--- src/rtl/flow_ctl_regs.vh ---
// Register map, field positions and timing counts for the flow-control block
`ifndef FLOW_CTL_REGS_VH
`define FLOW_CTL_REGS_VH

// Byte offsets on the register bus
`define OFS_CONTROL_ONE   8'h00
`define OFS_CONTROL_TWO   8'h04
`define OFS_PAUSE_TIMER   8'h08
`define OFS_WATERMARK     8'h0C
`define OFS_STATUS        8'h10

// eth_control_one fields
`define BIT_CTL_ON        15
`define BIT_RECEIVE_EN    8
`define BIT_AUTO_FC       7
`define BIT_MANUAL_FC     4
`define BIT_BUF_DEC       0

// eth_control_two_rx_buffer_size field
`define RXBUF_SIZE_HI     10
`define RXBUF_SIZE_LO     4
`define RXBUF_UNIT_SHIFT  4

// Watermark fields
`define WM_FULL_HI        15
`define WM_FULL_LO        8
`define WM_EMPTY_HI       7
`define WM_EMPTY_LO       0

// Status fields
`define STAT_CNT_HI       23
`define STAT_CNT_LO       16
`define STAT_BIT_FC       0
`define STAT_BIT_BUSY     1

// Reset values
`define RST_CONTROL_ONE   16'h0000
`define RST_RXBUF_SIZE    7'h00
`define RST_PAUSE_TIMER   16'h0000
`define RST_WM_FULL       8'h00
`define RST_WM_EMPTY      8'h00

// Clocks in kHz; TX pacing enable derived from system clock
`define SYS_CLK_KHZ       125000
`define TX_CLK_10M_KHZ    2500
`define TX_CLK_100M_KHZ   25000
`define TX_DIV_10M        (`SYS_CLK_KHZ / `TX_CLK_10M_KHZ)
`define TX_DIV_100M       (`SYS_CLK_KHZ / `TX_CLK_100M_KHZ)

// PAUSE repeat: 128 * timer / 2 TX clocks = timer << 6
`define PAUSE_REPEAT_SHIFT 6

// MAC control frame layout, FCS excluded
`define PAUSE_FRAME_LAST  6'd59
`define MAC_CTL_TYPE      16'h8808
`define PAUSE_OPCODE      16'h0001

// AXI responses
`define RESP_OKAY         2'b00
`define RESP_SLVERR       2'b10

`endif

--- src/rtl/eth_flow_ctl.v ---
// Ethernet flow control and receive buffer bookkeeping with AXI4-Lite registers
//
// Added by the designer: the register offsets and the AXI4-Lite interface to the registers.
`timescale 1ns/1ns
`include "flow_ctl_regs.vh"

// Contract
// Auto bit lets watermarks drive flow control
// Start at full watermark, stop at empty
// Flow state drives TX and RX alike
// Manual set sends PAUSE with timer value
// Repeat PAUSE every 128*timer/2 TX clocks
// TX clock 2.5 MHz or 25 MHz
// Manual clear sends PAUSE with zero time
// Decrement bit reads zero, lowers counter
// Increment with decrement keeps counter unchanged
// Software disables controller before RX changes
// Buffer size field in 16-byte units
// Software changes size only with receive off
// PAUSE uses standard MAC control format
module eth_flow_ctl (
	input  wire        aclk,
	input  wire        aresetn,
	input  wire [7:0]  s_axi_awaddr,
	input  wire [2:0]  s_axi_awprot,
	input  wire        s_axi_awvalid,
	output wire        s_axi_awready,
	input  wire [31:0] s_axi_wdata,
	input  wire [3:0]  s_axi_wstrb,
	input  wire        s_axi_wvalid,
	output wire        s_axi_wready,
	output reg  [1:0]  s_axi_bresp,
	output reg         s_axi_bvalid,
	input  wire        s_axi_bready,
	input  wire [7:0]  s_axi_araddr,
	input  wire [2:0]  s_axi_arprot,
	input  wire        s_axi_arvalid,
	output wire        s_axi_arready,
	output reg  [31:0] s_axi_rdata,
	output reg  [1:0]  s_axi_rresp,
	output reg         s_axi_rvalid,
	input  wire        s_axi_rready,
	input  wire        speed_100,
	input  wire        rx_buffer_inc,
	input  wire [47:0] station_addr,
	output reg         controller_on,
	output reg         receive_enable,
	output reg  [6:0]  rx_buffer_size,
	output reg  [10:0] rx_buffer_bytes,
	output reg         tx_flow_ctl,
	output reg         rx_flow_ctl,
	output wire [7:0]  pause_tx_data,
	output wire        pause_tx_valid,
	output wire        pause_tx_last,
	input  wire        pause_tx_ready
);

	// Register state
	reg        auto_flow_ctl_en;
	reg        manual_flow_ctl_en;
	reg [15:0] pause_timer_value;
	reg [7:0]  wm_full;
	reg [7:0]  wm_empty;
	reg [7:0]  rx_buffer_counter;

	// Bus state
	reg        aw_full_q;
	reg        w_full_q;
	reg [7:0]  aw_addr_q;
	reg [31:0] w_data_q;
	reg [3:0]  w_strb_q;

	// Flow state
	reg        auto_active_q;
	reg        fc_prev_q;
	reg        pend_on_q;
	reg        pend_zero_q;
	reg [5:0]  div_q;
	reg        tick_q;
	reg [21:0] rep_cnt_q;

	wire       gen_busy;
	wire       do_write;
	wire       buf_dec;
	wire       fc_on;
	wire       fc_rise;
	wire       fc_fall;
	wire       launch;
	wire       rep_due;
	wire [5:0] div_last;
	wire [21:0] rep_interval;
	wire [31:0] one_wr;
	wire [31:0] two_wr;
	wire [31:0] timer_wr;
	wire [31:0] wm_wr;

	// Divider end counts cut to the counter width
	localparam integer DIV_LAST_100 = `TX_DIV_100M - 1;
	localparam integer DIV_LAST_10  = `TX_DIV_10M - 1;
	localparam [15:0]  RST_ONE      = `RST_CONTROL_ONE;

	function [31:0] merge;
		input [31:0] old;
		input [31:0] nw;
		input [3:0]  strb;
		integer k;
		begin
			for (k = 0; k < 4; k = k + 1) begin
				merge[k*8 +: 8] = strb[k] ? nw[k*8 +: 8] : old[k*8 +: 8];
			end
		end
	endfunction

	function mapped;
		input [7:0] a;
		begin
			mapped = (a == `OFS_CONTROL_ONE) || (a == `OFS_CONTROL_TWO) ||
				(a == `OFS_PAUSE_TIMER) || (a == `OFS_WATERMARK) ||
				(a == `OFS_STATUS);
		end
	endfunction

	// Write data merged under the byte strobes
	assign one_wr   = merge({16'h0000, controller_on, 6'h00, receive_enable,
		auto_flow_ctl_en, 2'b00, manual_flow_ctl_en, 4'h0}, w_data_q, w_strb_q);
	assign two_wr   = merge({21'h00_0000, rx_buffer_size, 4'h0}, w_data_q, w_strb_q);
	assign timer_wr = merge({16'h0000, pause_timer_value}, w_data_q, w_strb_q);
	assign wm_wr    = merge({16'h0000, wm_full, wm_empty}, w_data_q, w_strb_q);

	// Write channel: address and data taken in either order
	assign s_axi_awready = !aw_full_q && !s_axi_bvalid;
	assign s_axi_wready  = !w_full_q && !s_axi_bvalid;
	assign do_write      = aw_full_q && w_full_q && !s_axi_bvalid;

	always @(posedge aclk) begin
		if (!aresetn) begin
			aw_full_q    <= 1'b0;
			w_full_q     <= 1'b0;
			aw_addr_q    <= 8'h00;
			w_data_q     <= 32'h0000_0000;
			w_strb_q     <= 4'h0;
			s_axi_bvalid <= 1'b0;
			s_axi_bresp  <= `RESP_OKAY;
		end else begin
			if (s_axi_awvalid && s_axi_awready) begin
				aw_full_q <= 1'b1;
				aw_addr_q <= {s_axi_awaddr[7:2], 2'b00};
			end
			if (s_axi_wvalid && s_axi_wready) begin
				w_full_q <= 1'b1;
				w_data_q <= s_axi_wdata;
				w_strb_q <= s_axi_wstrb;
			end
			if (do_write) begin
				aw_full_q    <= 1'b0;
				w_full_q     <= 1'b0;
				s_axi_bvalid <= 1'b1;
				s_axi_bresp  <= mapped(aw_addr_q) ? `RESP_OKAY : `RESP_SLVERR;
			end else if (s_axi_bvalid && s_axi_bready) begin
				s_axi_bvalid <= 1'b0;
			end
		end
	end

	// Write-one strobe, never stored
	assign buf_dec = do_write && (aw_addr_q == `OFS_CONTROL_ONE) &&
		w_strb_q[0] && w_data_q[`BIT_BUF_DEC];

	// Register writes; R12 and R10 are left to software, no lockout here
	always @(posedge aclk) begin
		if (!aresetn) begin
			controller_on      <= RST_ONE[`BIT_CTL_ON];
			receive_enable     <= 1'b0;
			auto_flow_ctl_en   <= 1'b0;
			manual_flow_ctl_en <= 1'b0;
			rx_buffer_size     <= `RST_RXBUF_SIZE;
			pause_timer_value  <= `RST_PAUSE_TIMER;
			wm_full            <= `RST_WM_FULL;
			wm_empty           <= `RST_WM_EMPTY;
		end else if (do_write) begin
			case (aw_addr_q)
			`OFS_CONTROL_ONE: begin
				controller_on      <= one_wr[`BIT_CTL_ON];
				receive_enable     <= one_wr[`BIT_RECEIVE_EN];
				auto_flow_ctl_en   <= one_wr[`BIT_AUTO_FC];
				manual_flow_ctl_en <= one_wr[`BIT_MANUAL_FC];
			end
			`OFS_CONTROL_TWO: begin
				rx_buffer_size <= two_wr[`RXBUF_SIZE_HI:`RXBUF_SIZE_LO];
			end
			`OFS_PAUSE_TIMER: begin
				pause_timer_value <= timer_wr[15:0];
			end
			`OFS_WATERMARK: begin
				wm_full  <= wm_wr[`WM_FULL_HI:`WM_FULL_LO];
				wm_empty <= wm_wr[`WM_EMPTY_HI:`WM_EMPTY_LO];
			end
			default: begin
			end
			endcase
		end
	end

	// Size in 16-byte units; zero is reserved and yields 0 bytes
	always @(posedge aclk) begin
		if (!aresetn) begin
			rx_buffer_bytes <= 11'h000;
		end else begin
			rx_buffer_bytes <= {rx_buffer_size, 4'h0};
		end
	end

	// Read channel, one outstanding read
	assign s_axi_arready = !s_axi_rvalid;

	always @(posedge aclk) begin
		if (!aresetn) begin
			s_axi_rvalid <= 1'b0;
			s_axi_rdata  <= 32'h0000_0000;
			s_axi_rresp  <= `RESP_OKAY;
		end else if (s_axi_arvalid && s_axi_arready) begin
			s_axi_rvalid <= 1'b1;
			s_axi_rresp  <= mapped({s_axi_araddr[7:2], 2'b00}) ?
				`RESP_OKAY : `RESP_SLVERR;
			case ({s_axi_araddr[7:2], 2'b00})
			// Decrement bit reads back as zero
			`OFS_CONTROL_ONE: s_axi_rdata <= {16'h0000, controller_on, 6'h00,
				receive_enable, auto_flow_ctl_en, 2'b00, manual_flow_ctl_en, 4'h0};
			`OFS_CONTROL_TWO: s_axi_rdata <= {21'h00_0000, rx_buffer_size, 4'h0};
			`OFS_PAUSE_TIMER: s_axi_rdata <= {16'h0000, pause_timer_value};
			`OFS_WATERMARK:   s_axi_rdata <= {16'h0000, wm_full, wm_empty};
			`OFS_STATUS:      s_axi_rdata <= {8'h00, rx_buffer_counter, 14'h0000,
				gen_busy, fc_prev_q};
			default:          s_axi_rdata <= 32'h0000_0000;
			endcase
		end else if (s_axi_rvalid && s_axi_rready) begin
			s_axi_rvalid <= 1'b0;
		end
	end

	// Descriptor buffer counter, held at its limits
	always @(posedge aclk) begin
		if (!aresetn) begin
			rx_buffer_counter <= 8'h00;
		// Simultaneous increment and decrement cancel
		end else if (rx_buffer_inc && !buf_dec) begin
			if (rx_buffer_counter != 8'hFF) begin
				rx_buffer_counter <= rx_buffer_counter + 8'h01;
			end
		// Decrement by exactly one
		end else if (buf_dec && !rx_buffer_inc) begin
			if (rx_buffer_counter != 8'h00) begin
				rx_buffer_counter <= rx_buffer_counter - 8'h01;
			end
		end
	end

	// Watermark hysteresis, no software action
	always @(posedge aclk) begin
		if (!aresetn) begin
			auto_active_q <= 1'b0;
		end else if (!auto_flow_ctl_en) begin
			auto_active_q <= 1'b0;
		// On at full, off at empty
		end else if (rx_buffer_counter >= wm_full) begin
			auto_active_q <= 1'b1;
		end else if (rx_buffer_counter <= wm_empty) begin
			auto_active_q <= 1'b0;
		end
	end

	assign fc_on   = controller_on && (manual_flow_ctl_en || auto_active_q);
	assign fc_rise = fc_on && !fc_prev_q;
	assign fc_fall = !fc_on && fc_prev_q;

	// One flow state feeds both paths
	always @(posedge aclk) begin
		if (!aresetn) begin
			fc_prev_q   <= 1'b0;
			tx_flow_ctl <= 1'b0;
			rx_flow_ctl <= 1'b0;
		end else begin
			fc_prev_q   <= fc_on;
			tx_flow_ctl <= fc_on;
			rx_flow_ctl <= fc_on;
		end
	end

	// TX clock rate as an enable: 2.5 MHz or 25 MHz
	assign div_last = speed_100 ? DIV_LAST_100[5:0] : DIV_LAST_10[5:0];

	always @(posedge aclk) begin
		if (!aresetn) begin
			div_q  <= 6'd0;
			tick_q <= 1'b0;
		end else if (div_q >= div_last) begin
			div_q  <= 6'd0;
			tick_q <= 1'b1;
		end else begin
			div_q  <= div_q + 6'd1;
			tick_q <= 1'b0;
		end
	end

	// Interval of 128*timer/2 TX clocks; zero timer never repeats
	assign rep_interval = {pause_timer_value, 6'h00};
	assign rep_due = fc_on && tick_q && (pause_timer_value != 16'h0000) &&
		(rep_cnt_q + 22'd1 >= rep_interval);

	always @(posedge aclk) begin
		if (!aresetn) begin
			rep_cnt_q <= 22'd0;
		end else if (!fc_on || fc_rise || rep_due) begin
			rep_cnt_q <= 22'd0;
		end else if (tick_q) begin
			rep_cnt_q <= rep_cnt_q + 22'd1;
		end
	end

	// Requests wait while a frame is still going out
	assign launch = !gen_busy && (pend_on_q || pend_zero_q);

	always @(posedge aclk) begin
		if (!aresetn) begin
			pend_on_q   <= 1'b0;
			pend_zero_q <= 1'b0;
		end else begin
			// Rising edge queues a timed PAUSE
			if (fc_rise || rep_due) begin
				pend_on_q <= 1'b1;
			end else if (fc_fall || (launch && !pend_zero_q)) begin
				pend_on_q <= 1'b0;
			end
			// Falling edge queues a zero-time PAUSE
			if (fc_fall) begin
				pend_zero_q <= 1'b1;
			end else if (fc_rise || launch) begin
				pend_zero_q <= 1'b0;
			end
		end
	end

	pause_frame_gen u_pause (
		.aclk         (aclk),
		.aresetn      (aresetn),
		.start        (launch),
		.timer        (pend_zero_q ? 16'h0000 : pause_timer_value),
		.station_addr (station_addr),
		.busy         (gen_busy),
		.tx_data      (pause_tx_data),
		.tx_valid     (pause_tx_valid),
		.tx_last      (pause_tx_last),
		.tx_ready     (pause_tx_ready)
	);

endmodule // eth_flow_ctl

--- src/rtl/pause_frame_gen.v ---
// PAUSE frame byte serialiser
`timescale 1ns/1ns
`include "flow_ctl_regs.vh"

module pause_frame_gen (
	input  wire        aclk,
	input  wire        aresetn,
	input  wire        start,
	input  wire [15:0] timer,
	input  wire [47:0] station_addr,
	output wire        busy,
	output reg  [7:0]  tx_data,
	output wire        tx_valid,
	output wire        tx_last,
	input  wire        tx_ready
);

	reg        busy_q;
	reg [5:0]  idx_q;
	reg [15:0] timer_q;

	localparam [15:0] CTL_TYPE   = `MAC_CTL_TYPE;
	localparam [15:0] CTL_OPCODE = `PAUSE_OPCODE;

	function [7:0] frame_byte;
		input [5:0]  i;
		input [15:0] t;
		input [47:0] sa;
		begin
			case (i)
			6'd0:    frame_byte = 8'h01;
			6'd1:    frame_byte = 8'h80;
			6'd2:    frame_byte = 8'hC2;
			6'd5:    frame_byte = 8'h01;
			6'd6:    frame_byte = sa[47:40];
			6'd7:    frame_byte = sa[39:32];
			6'd8:    frame_byte = sa[31:24];
			6'd9:    frame_byte = sa[23:16];
			6'd10:   frame_byte = sa[15:8];
			6'd11:   frame_byte = sa[7:0];
			6'd12:   frame_byte = CTL_TYPE[15:8];
			6'd13:   frame_byte = CTL_TYPE[7:0];
			6'd14:   frame_byte = CTL_OPCODE[15:8];
			6'd15:   frame_byte = CTL_OPCODE[7:0];
			6'd16:   frame_byte = t[15:8];
			6'd17:   frame_byte = t[7:0];
			default: frame_byte = 8'h00;
			endcase
		end
	endfunction

	assign busy     = busy_q;
	assign tx_valid = busy_q;
	assign tx_last  = busy_q && (idx_q == `PAUSE_FRAME_LAST);

	// Control frame, pause time at bytes 16-17, padded
	always @(posedge aclk) begin
		if (!aresetn) begin
			busy_q  <= 1'b0;
			idx_q   <= 6'd0;
			timer_q <= 16'h0000;
			tx_data <= 8'h00;
		end else if (!busy_q) begin
			if (start) begin
				busy_q  <= 1'b1;
				idx_q   <= 6'd0;
				timer_q <= timer;
				tx_data <= frame_byte(6'd0, timer, station_addr);
			end
		end else if (tx_ready) begin
			if (idx_q == `PAUSE_FRAME_LAST) begin
				busy_q <= 1'b0;
			end else begin
				idx_q   <= idx_q + 6'd1;
				tx_data <= frame_byte(idx_q + 6'd1, timer_q, station_addr);
			end
		end
	end

endmodule // pause_frame_gen

--- config.mk ---
export PLATFORM = sky130hd
export DESIGN_NAME = eth_flow_ctl
export DESIGN_NICKNAME = d
export VERILOG_FILES = /design/src/rtl/eth_flow_ctl.v /design/src/rtl/pause_frame_gen.v
export VERILOG_INCLUDE_DIRS = /design/src /design/src/rtl
export SDC_FILE = /design/constraint.sdc
export NUM_CORES = 1
export LEC_CHECK = 0
export CAP_MARGIN = 20
export CORE_MARGIN = 10
export CORE_UTILIZATION = 30
export DETAILED_ROUTE_END_ITERATION = 12
export DONT_BUFFER_PORTS = 1
export PLACE_DENSITY = 0.42
export SYNTH_ARGS = -nofsm -noshare
export SYNTH_HDL_FRONTEND = slang
export SYNTH_SLANG_ARGS = --single-unit
--- constraint.sdc ---
create_clock -name aclk -period 4.6 [get_ports aclk]
set_input_delay 0.23 -clock aclk [delete_from_list [all_inputs] [get_ports aclk]]
set_output_delay 0.23 -clock aclk [all_outputs]
set_load 0.005 [all_outputs]
# Yosys cells after proc, flatten, opt, wreduce, memory -nomap -nowiden
# Index checks and enable logic that the tools add are counted.
[op_classes] magnitude_cmp=4 n_bitwise=2 mux=33 n_eq_ne=27 n_addsub=5 reduce_logical=77
[ops] cell="one-hot mux 24 bit (5 select lines)" n=1
[ops] cell="one-hot mux 8 bit (13 select lines)" n=1
[ops] cell="two-way mux 8 bit" n=8
[ops] cell="equality test 6 x 4 -> 1 bit (second input constant)" n=7
[ops] cell="equality test 6 x 2 -> 1 bit (second input constant)" n=5
[ops] cell="equality test 6 x 3 -> 1 bit (second input constant)" n=5
[ops] cell="two-way mux 6 bit" n=5
[ops] cell="AND reduction 3 bit" n=10
[ops] cell="logical AND 1 bit" n=23
[ops] cell="adder 22 x 1 -> 22 bit (second input constant)" n=1
[ops] cell="greater-or-equal comparator 22 bit" n=1
[ops] cell="equality test 6 x 1 -> 1 bit (second input constant)" n=3
[ops] cell="two-way mux 16 bit" n=1
[ops] cell="nonzero test 16 bit" n=1
[ops] cell="nonzero test 2 bit" n=8
[ops] cell="logical OR 1 bit" n=15
[ops] cell="two-way mux 1 bit" n=15
[ops] cell="adder 6 x 1 -> 6 bit (second input constant)" n=2
[ops] cell="equality test 6 x 5 -> 1 bit (second input constant)" n=2
[ops] cell="zero test 6 bit" n=2
[ops] cell="zero test 1 bit" n=10
[ops] cell="adder 8 x 1 -> 8 bit (second input constant)" n=1
[ops] cell="greater-or-equal comparator 8 bit" n=1
[ops] cell="less-or-equal comparator 8 bit" n=1
[ops] cell="13 further kinds" n=19
[word_totals] reg_bits=190 output_inout_bits=73 in_bits=116

# Depth between registers and ports, before layout
[depth] depth_word=9 ltp_mapped=16

# By module
# A second synthesis with hierarchy kept.
[unflattened] hier_cells=1167 area_unflattened_um2=10122.2
[by_module_without_submodules] mod="eth_flow_ctl" n_inst=1 area_per_inst_um2=7693.6 seq_area_each_um2=2902.8 cells_each=859
[by_module_without_submodules] mod="pause_frame_gen" n_inst=1 area_per_inst_um2=2428.6 seq_area_each_um2=620.6 cells_each=308

# Worst setup path before layout
# No wires, ideal clock.
[synth_path] path_type="register to register" from="register s_axi_bvalid" to="register rx_buffer_counter[7]" period_less_slack_ps=3029 n_path_buf=0 setup_slack_ps=1571 arrival_ps=2957 setup_ps=72 required_time_ps=4528 path_stages_with_launch=15 cell_sequence="dfxtp_1 > nand3b_1 > nand2b_1 > nand2b_1 > nor3b_2 > nand2_1 > ha_1 > inv_1 > ha_1 > a21oi_1 > o21ai_0 > a2111oi_0 > nor2_1 > mux2i_1 > mux2i_1"
[synth_via] elab_chain_cells=9 word_cells_on_any_way=13
[synth_lines] element="start, declared" line_no="eth_flow_ctl.v:33" text="output reg s_axi_bvalid,"
[synth_lines] element="start signal, assigned" line_no="eth_flow_ctl.v:142" text="s_axi_bvalid <= 1'b0;"
[synth_lines] element="start signal, assigned" line_no="eth_flow_ctl.v:157" text="s_axi_bvalid <= 1'b1;"
[synth_lines] element="start signal, assigned" line_no="eth_flow_ctl.v:160" text="s_axi_bvalid <= 1'b0;"
[synth_lines] element="zero test 1 bit (*)" line_no="eth_flow_ctl.v:133" text="assign do_write = aw_full_q && w_full_q && !s_axi_bvalid;"
[synth_lines] element="logical AND 1 bit (*)" line_no="eth_flow_ctl.v:133"
[synth_lines] element="logical AND 1 bit (*) (3 in a row)" line_no="eth_flow_ctl.v:166" text="assign buf_dec = do_write && (aw_addr_q == `OFS_CONTROL_ONE) &&"
[synth_lines] element="zero test 1 bit" line_no="eth_flow_ctl.v:246" text="end else if (rx_buffer_inc && !buf_dec) begin"
[synth_lines] element="logical AND 1 bit" line_no="eth_flow_ctl.v:246"
[synth_lines] element="!= test 2 x 1 -> 1 bit (no source line) / nonzero test 2 bit (equally long branches)"
[synth_lines] element="AND reduction 3 bit (no source line)"
[synth_lines] element="end signal, assigned" line_no="eth_flow_ctl.v:248" text="rx_buffer_counter <= rx_buffer_counter + 8'h01;"
[synth_lines] element="end signal, assigned" line_no="eth_flow_ctl.v:253" text="rx_buffer_counter <= rx_buffer_counter - 8'h01;"
[synth_lines] element="end, declared" line_no="eth_flow_ctl.v:64" text="reg [7:0] rx_buffer_counter;"
# Every way passes the cells marked *; elsewhere a longest branch is shown, timed or not.
# A chain may end at the register's enable or synchronous reset.

# Worst setup path in the final report
# Same ends and word-level chain as after synthesis.

==> results.md <==
* Post-CTS clock slew at the launch and capture registers of the worst setup and hold paths at 80 ps
* Hold buffer count at CTS at 33
* Fillers at 3,259
* Share of post-route cells with drive strength above 1 at 0.0611
* Inst Count DP at 1,458
* Number of sinks handled by clock tree synthesis at 176
* Relative area change from synthesis to final layout at 12.7%
* Leakage power summed over all cells at 3.97 nW
* Status: finished clean
* Max Root-Sink Buffers at 2
* Number of warnings printed during yosys synthesis at 0
* Basic-gate share of the synthesized area counting and, or, nand and nor cells at 0.219
* Post-detailed-route wirelength per cell at 18.8 um
* Number of antenna cells inserted at 0
* Placeable Area at a little over 30,000 um2
* Average footprint of a synthesized cell at 8.42 um2
* Unrepaired setup endpoints after global routing: false
* Port buffer count at 0
* Number of vias in the routed layout at around 7,700
* Gr usage total at 0.146
* Clock Skews at approximately 17 ps
* Netlist cell types at 78
* Most area-consuming cells after synthesis: sky130_fd_sc_hd__dfxtp_1 (37%), sky130_fd_sc_hd__ha_1 (6.8%), sky130_fd_sc_hd__mux2i_1 (6.7%)
* Finished layout cell area at 10,600 um2
* Synth Register Bits at 176
* Cell type contributing the most total cell area after synthesis: sky130_fd_sc_hd__dfxtp_1
* Critical Path Fanout Max at 9
* Non-Filler Instances at 1,525
* Initial cell density of the core at 0.306
* Maximum number of pins on one net before global-route repair at 73
* Headroom to the max-slew limit at 0.401
* Master of the slowest instance on the critical path: sky130_fd_sc_hd__nor3b_2
* Pwr/cell area at 332 nW/um2
* Post-layout minimum cycle time at 3740 ps
* First drt pass iteration count at 5
* Xor/xnor share of the synthesized area at 0.0454
* Critical Path RT at 4970 ps
* Total global routing overflow at 0
* Number of design-rule violations left by the first detailed-router iteration at 567
* Maximum level of the CTS H-tree at 4
* Pin slew with the least headroom to its limit at 889 ps
* Number of gates on the worst path with buffers counted at 14
* Post-synthesis compound-gate area fraction at 0.159
* Post-Route WL at 28,700 um
* Data arrival time of the critical path at 4110 ps
* Cell depth of the worst flop-to-flop path at 14
* Routability congestion estimate at 0.822
* First-pass GRT wire length at 45,400 um
* Number of buffer and inverter stages on the critical path at 1
* Number of pins with negative max-slew slack in the final report at 0
* Period utilisation layout at 0.813
* Crit path largest cell delay at 410 ps
* Commonest cells after routing, fill and taps aside: sky130_fd_sc_hd__dfxtp_1 (176), sky130_fd_sc_hd__nor2_1 (139), sky130_fd_sc_hd__nand2_1 (128)
* Avg Vias per Cell at between 5 and 6
* Post-Place Cell Area at just under 10,000 um2
* Master cell of the clock root buffer: sky130_fd_sc_hd__clkbuf_16
* Hold Path Class: in -> reg
* Post-synthesis async set-or-reset flop share at 0
* Die Height at 197 um
* Total setup buffers inserted after CTS at 0
* Initial antenna violation count at 0
* Top flip-flop cell by instance count after synthesis: sky130_fd_sc_hd__dfxtp_1
* Die area at slightly below 40,000 um2
* Leading cell type in the layout, fill and taps excluded: sky130_fd_sc_hd__dfxtp_1
* Maximum Capacitance Violations at 0
* Sequential share of the synthesized area at 0.373
* Mapped Area at 9440 um2
* Sort of element at the start of the critical path: register
* Proportion of synthesized area in mux cells at 0.0739
* Number of placed I/O pins at 189
* Family with the most delay on the worst path: simple AND/OR/NAND/NOR gates
* Number of DRC violations after detailed routing at 0
* Clk Latency, worst-skew pair at 450 ps
* TritonCTS clock tree: built
* List of cells traversed by the critical path: nand3b_1 -> nand2b_1 -> nand2b_1 -> nor3b_2 -> nand2_1 -> ha_1 -> inv_1 -> ha_1 -> a21oi_1 -> o21ai_0 -> a2111oi_0 -> nor2_1 -> mux2i_1 -> mux2i_1
* Setup CP Type: reg -> reg
* Via count of the first global-routing pass at between 7,000 and 8,000
* Cell depth of the worst min-delay path at 2
* Final setup violation count at 0
* Setup TNS Final at 0 ps
* Synthesized-area fraction occupied by adder cells at 0.0697
* Detailed placement HPWL at 21,400 um
* Combinational family with the most area after synthesis: simple AND/OR/NAND/NOR gates
* Maximum clock frequency at 267 MHz
* Die Span X at roughly 200 um
* DRT antenna net count at 0
* Final nets at around 1,300
* Kind of end point of the critical path: register
* Yosys top cell area share at 0.373
* Post-synth EDFFs at 0
* Gates resized, CTS repair at 0
* Number of instances in the synthesized netlist at about 1,100
* Row cnt at 64
* Number of failing hold endpoints at the final stage at 0
* Number of buffers created by CTS at 17
* Worst IR drop on VDD at 0.235 mV
-- cell usage after synthesis, types with 11 or more instances --
cell type and n:
sky130_fd_sc_hd__a31oi_1 12, sky130_fd_sc_hd__nor2_1 139, sky130_fd_sc_hd__nor3_1 17, sky130_fd_sc_hd__nand3_1 35, sky130_fd_sc_hd__xnor2_1 22, sky130_fd_sc_hd__ha_1 51
sky130_fd_sc_hd__a21oi_1 89, sky130_fd_sc_hd__mux2i_1 63, sky130_fd_sc_hd__dfxtp_1 176, sky130_fd_sc_hd__and3_1 14, sky130_fd_sc_hd__or3_1 16, sky130_fd_sc_hd__inv_1 46
sky130_fd_sc_hd__buf_4 19, sky130_fd_sc_hd__buf_2 11, sky130_fd_sc_hd__and2_1 12, sky130_fd_sc_hd__a22oi_1 19, sky130_fd_sc_hd__o21ai_0 28, sky130_fd_sc_hd__nand2_1 128
sky130_fd_sc_hd__clkbuf_1 42, sky130_fd_sc_hd__xor2_1 27, sky130_fd_sc_hd__nand4_1 13
-- final timing paths --
kind,start,to,slack (ps)
worst max register to register,s_axi_bvalid,rx_buffer_counter[7],860
worst max-delay path,s_axi_bvalid,rx_buffer_counter[7],860
worst min register to register,u_pause.timer_q[10],u_pause.timer_q[10],450
worst min-delay path,aresetn,u_pause.tx_data[0],30
-- per-stage QoR --
step            util  power (mW)  setup WS [ps]  hold slack (ps)
2_1_floorplan      -        1.95           1570              329
3_3_place_gp   0.313        2.03            917              330
3_5_place_dp   0.313        2.03            867              335
4_1_cts        0.343        3.59            841             10.8
5_1_grt        0.345        3.71            509             20.2
6_report       0.345        3.54            859             25.3
-- flip-flops by register name, summed over array words and instances (netlist names), 2 cells and up --
register,cells
aw_addr_q,6
div_q,6
pause_timer_value,16
rep_cnt_q,22
rx_buffer_bytes,7
rx_buffer_counter,8
rx_buffer_size,7
s_axi_rdata,24
u_pause.idx_q,6
u_pause.timer_q,16
u_pause.tx_data,8
w_data_q,16
w_strb_q,2
wm_empty,8
wm_full,8
-- worst reg2reg max path, delay by kind of cell (launching register included) --
| kind | cells | cell delay (ps) |
|---|---|---|
| compound gates | 3 | 720 |
| fa+ha+maj | 2 | 540 |
| buf+inv | 1 | 240 |
| flops | 1 | 400 |
| mux | 2 | 410 |
| simple gates | 6 | 1370 |
-- cells by family (layout without fill, tap and decap cells) --
kind of cell,after synthesis,count (layout)
and+or+nand+nor,431,431
AOI/OAI and AO/OA,222,222
DFF,176,176
buffers and inverters,124,119
muxes,66,66
adders and majority gates,52,52
xor gates and xnor gates,49,49
other,1,14
-- final cells by class --
class / count / area (um2) / area share
clock buffers: 17 / 425 / 0.0400
clock inverters: 15 / 189 / 0.0178
inverters: 47 / 179 / 0.0168
multi-input cells: 834 / 5410 / 0.508
flip-flops and latches: 176 / 3520 / 0.331
well taps: 396 / 495 / 0.0465
repair buffers: 40 / 423 / 0.0397
-- layer usage --
| layer | wire, um | global-route usage | vias to the layer above |
|---|---|---|---|
| met3 | 1130 | 0.0261 | 15 |
| met4 | 275 | 0.0385 | 0 |
| met2 | 13200 | 0.232 | 137 |
| li1 | - | - | 3881 |
| met1 | 14000 | 0.200 | 3689 |
| met5 | 0 | 0 | - |
-- power breakdown --
group	internal, mW	switching [mW]	leakage, nW
combinational	0.179	0.211	2.26
sequential	1.56	0.0728	1.42
clock	0.783	0.728	0.289
total	2.52	1.01	3.97
No activity file was read; power rests on OpenSTA's default activity.
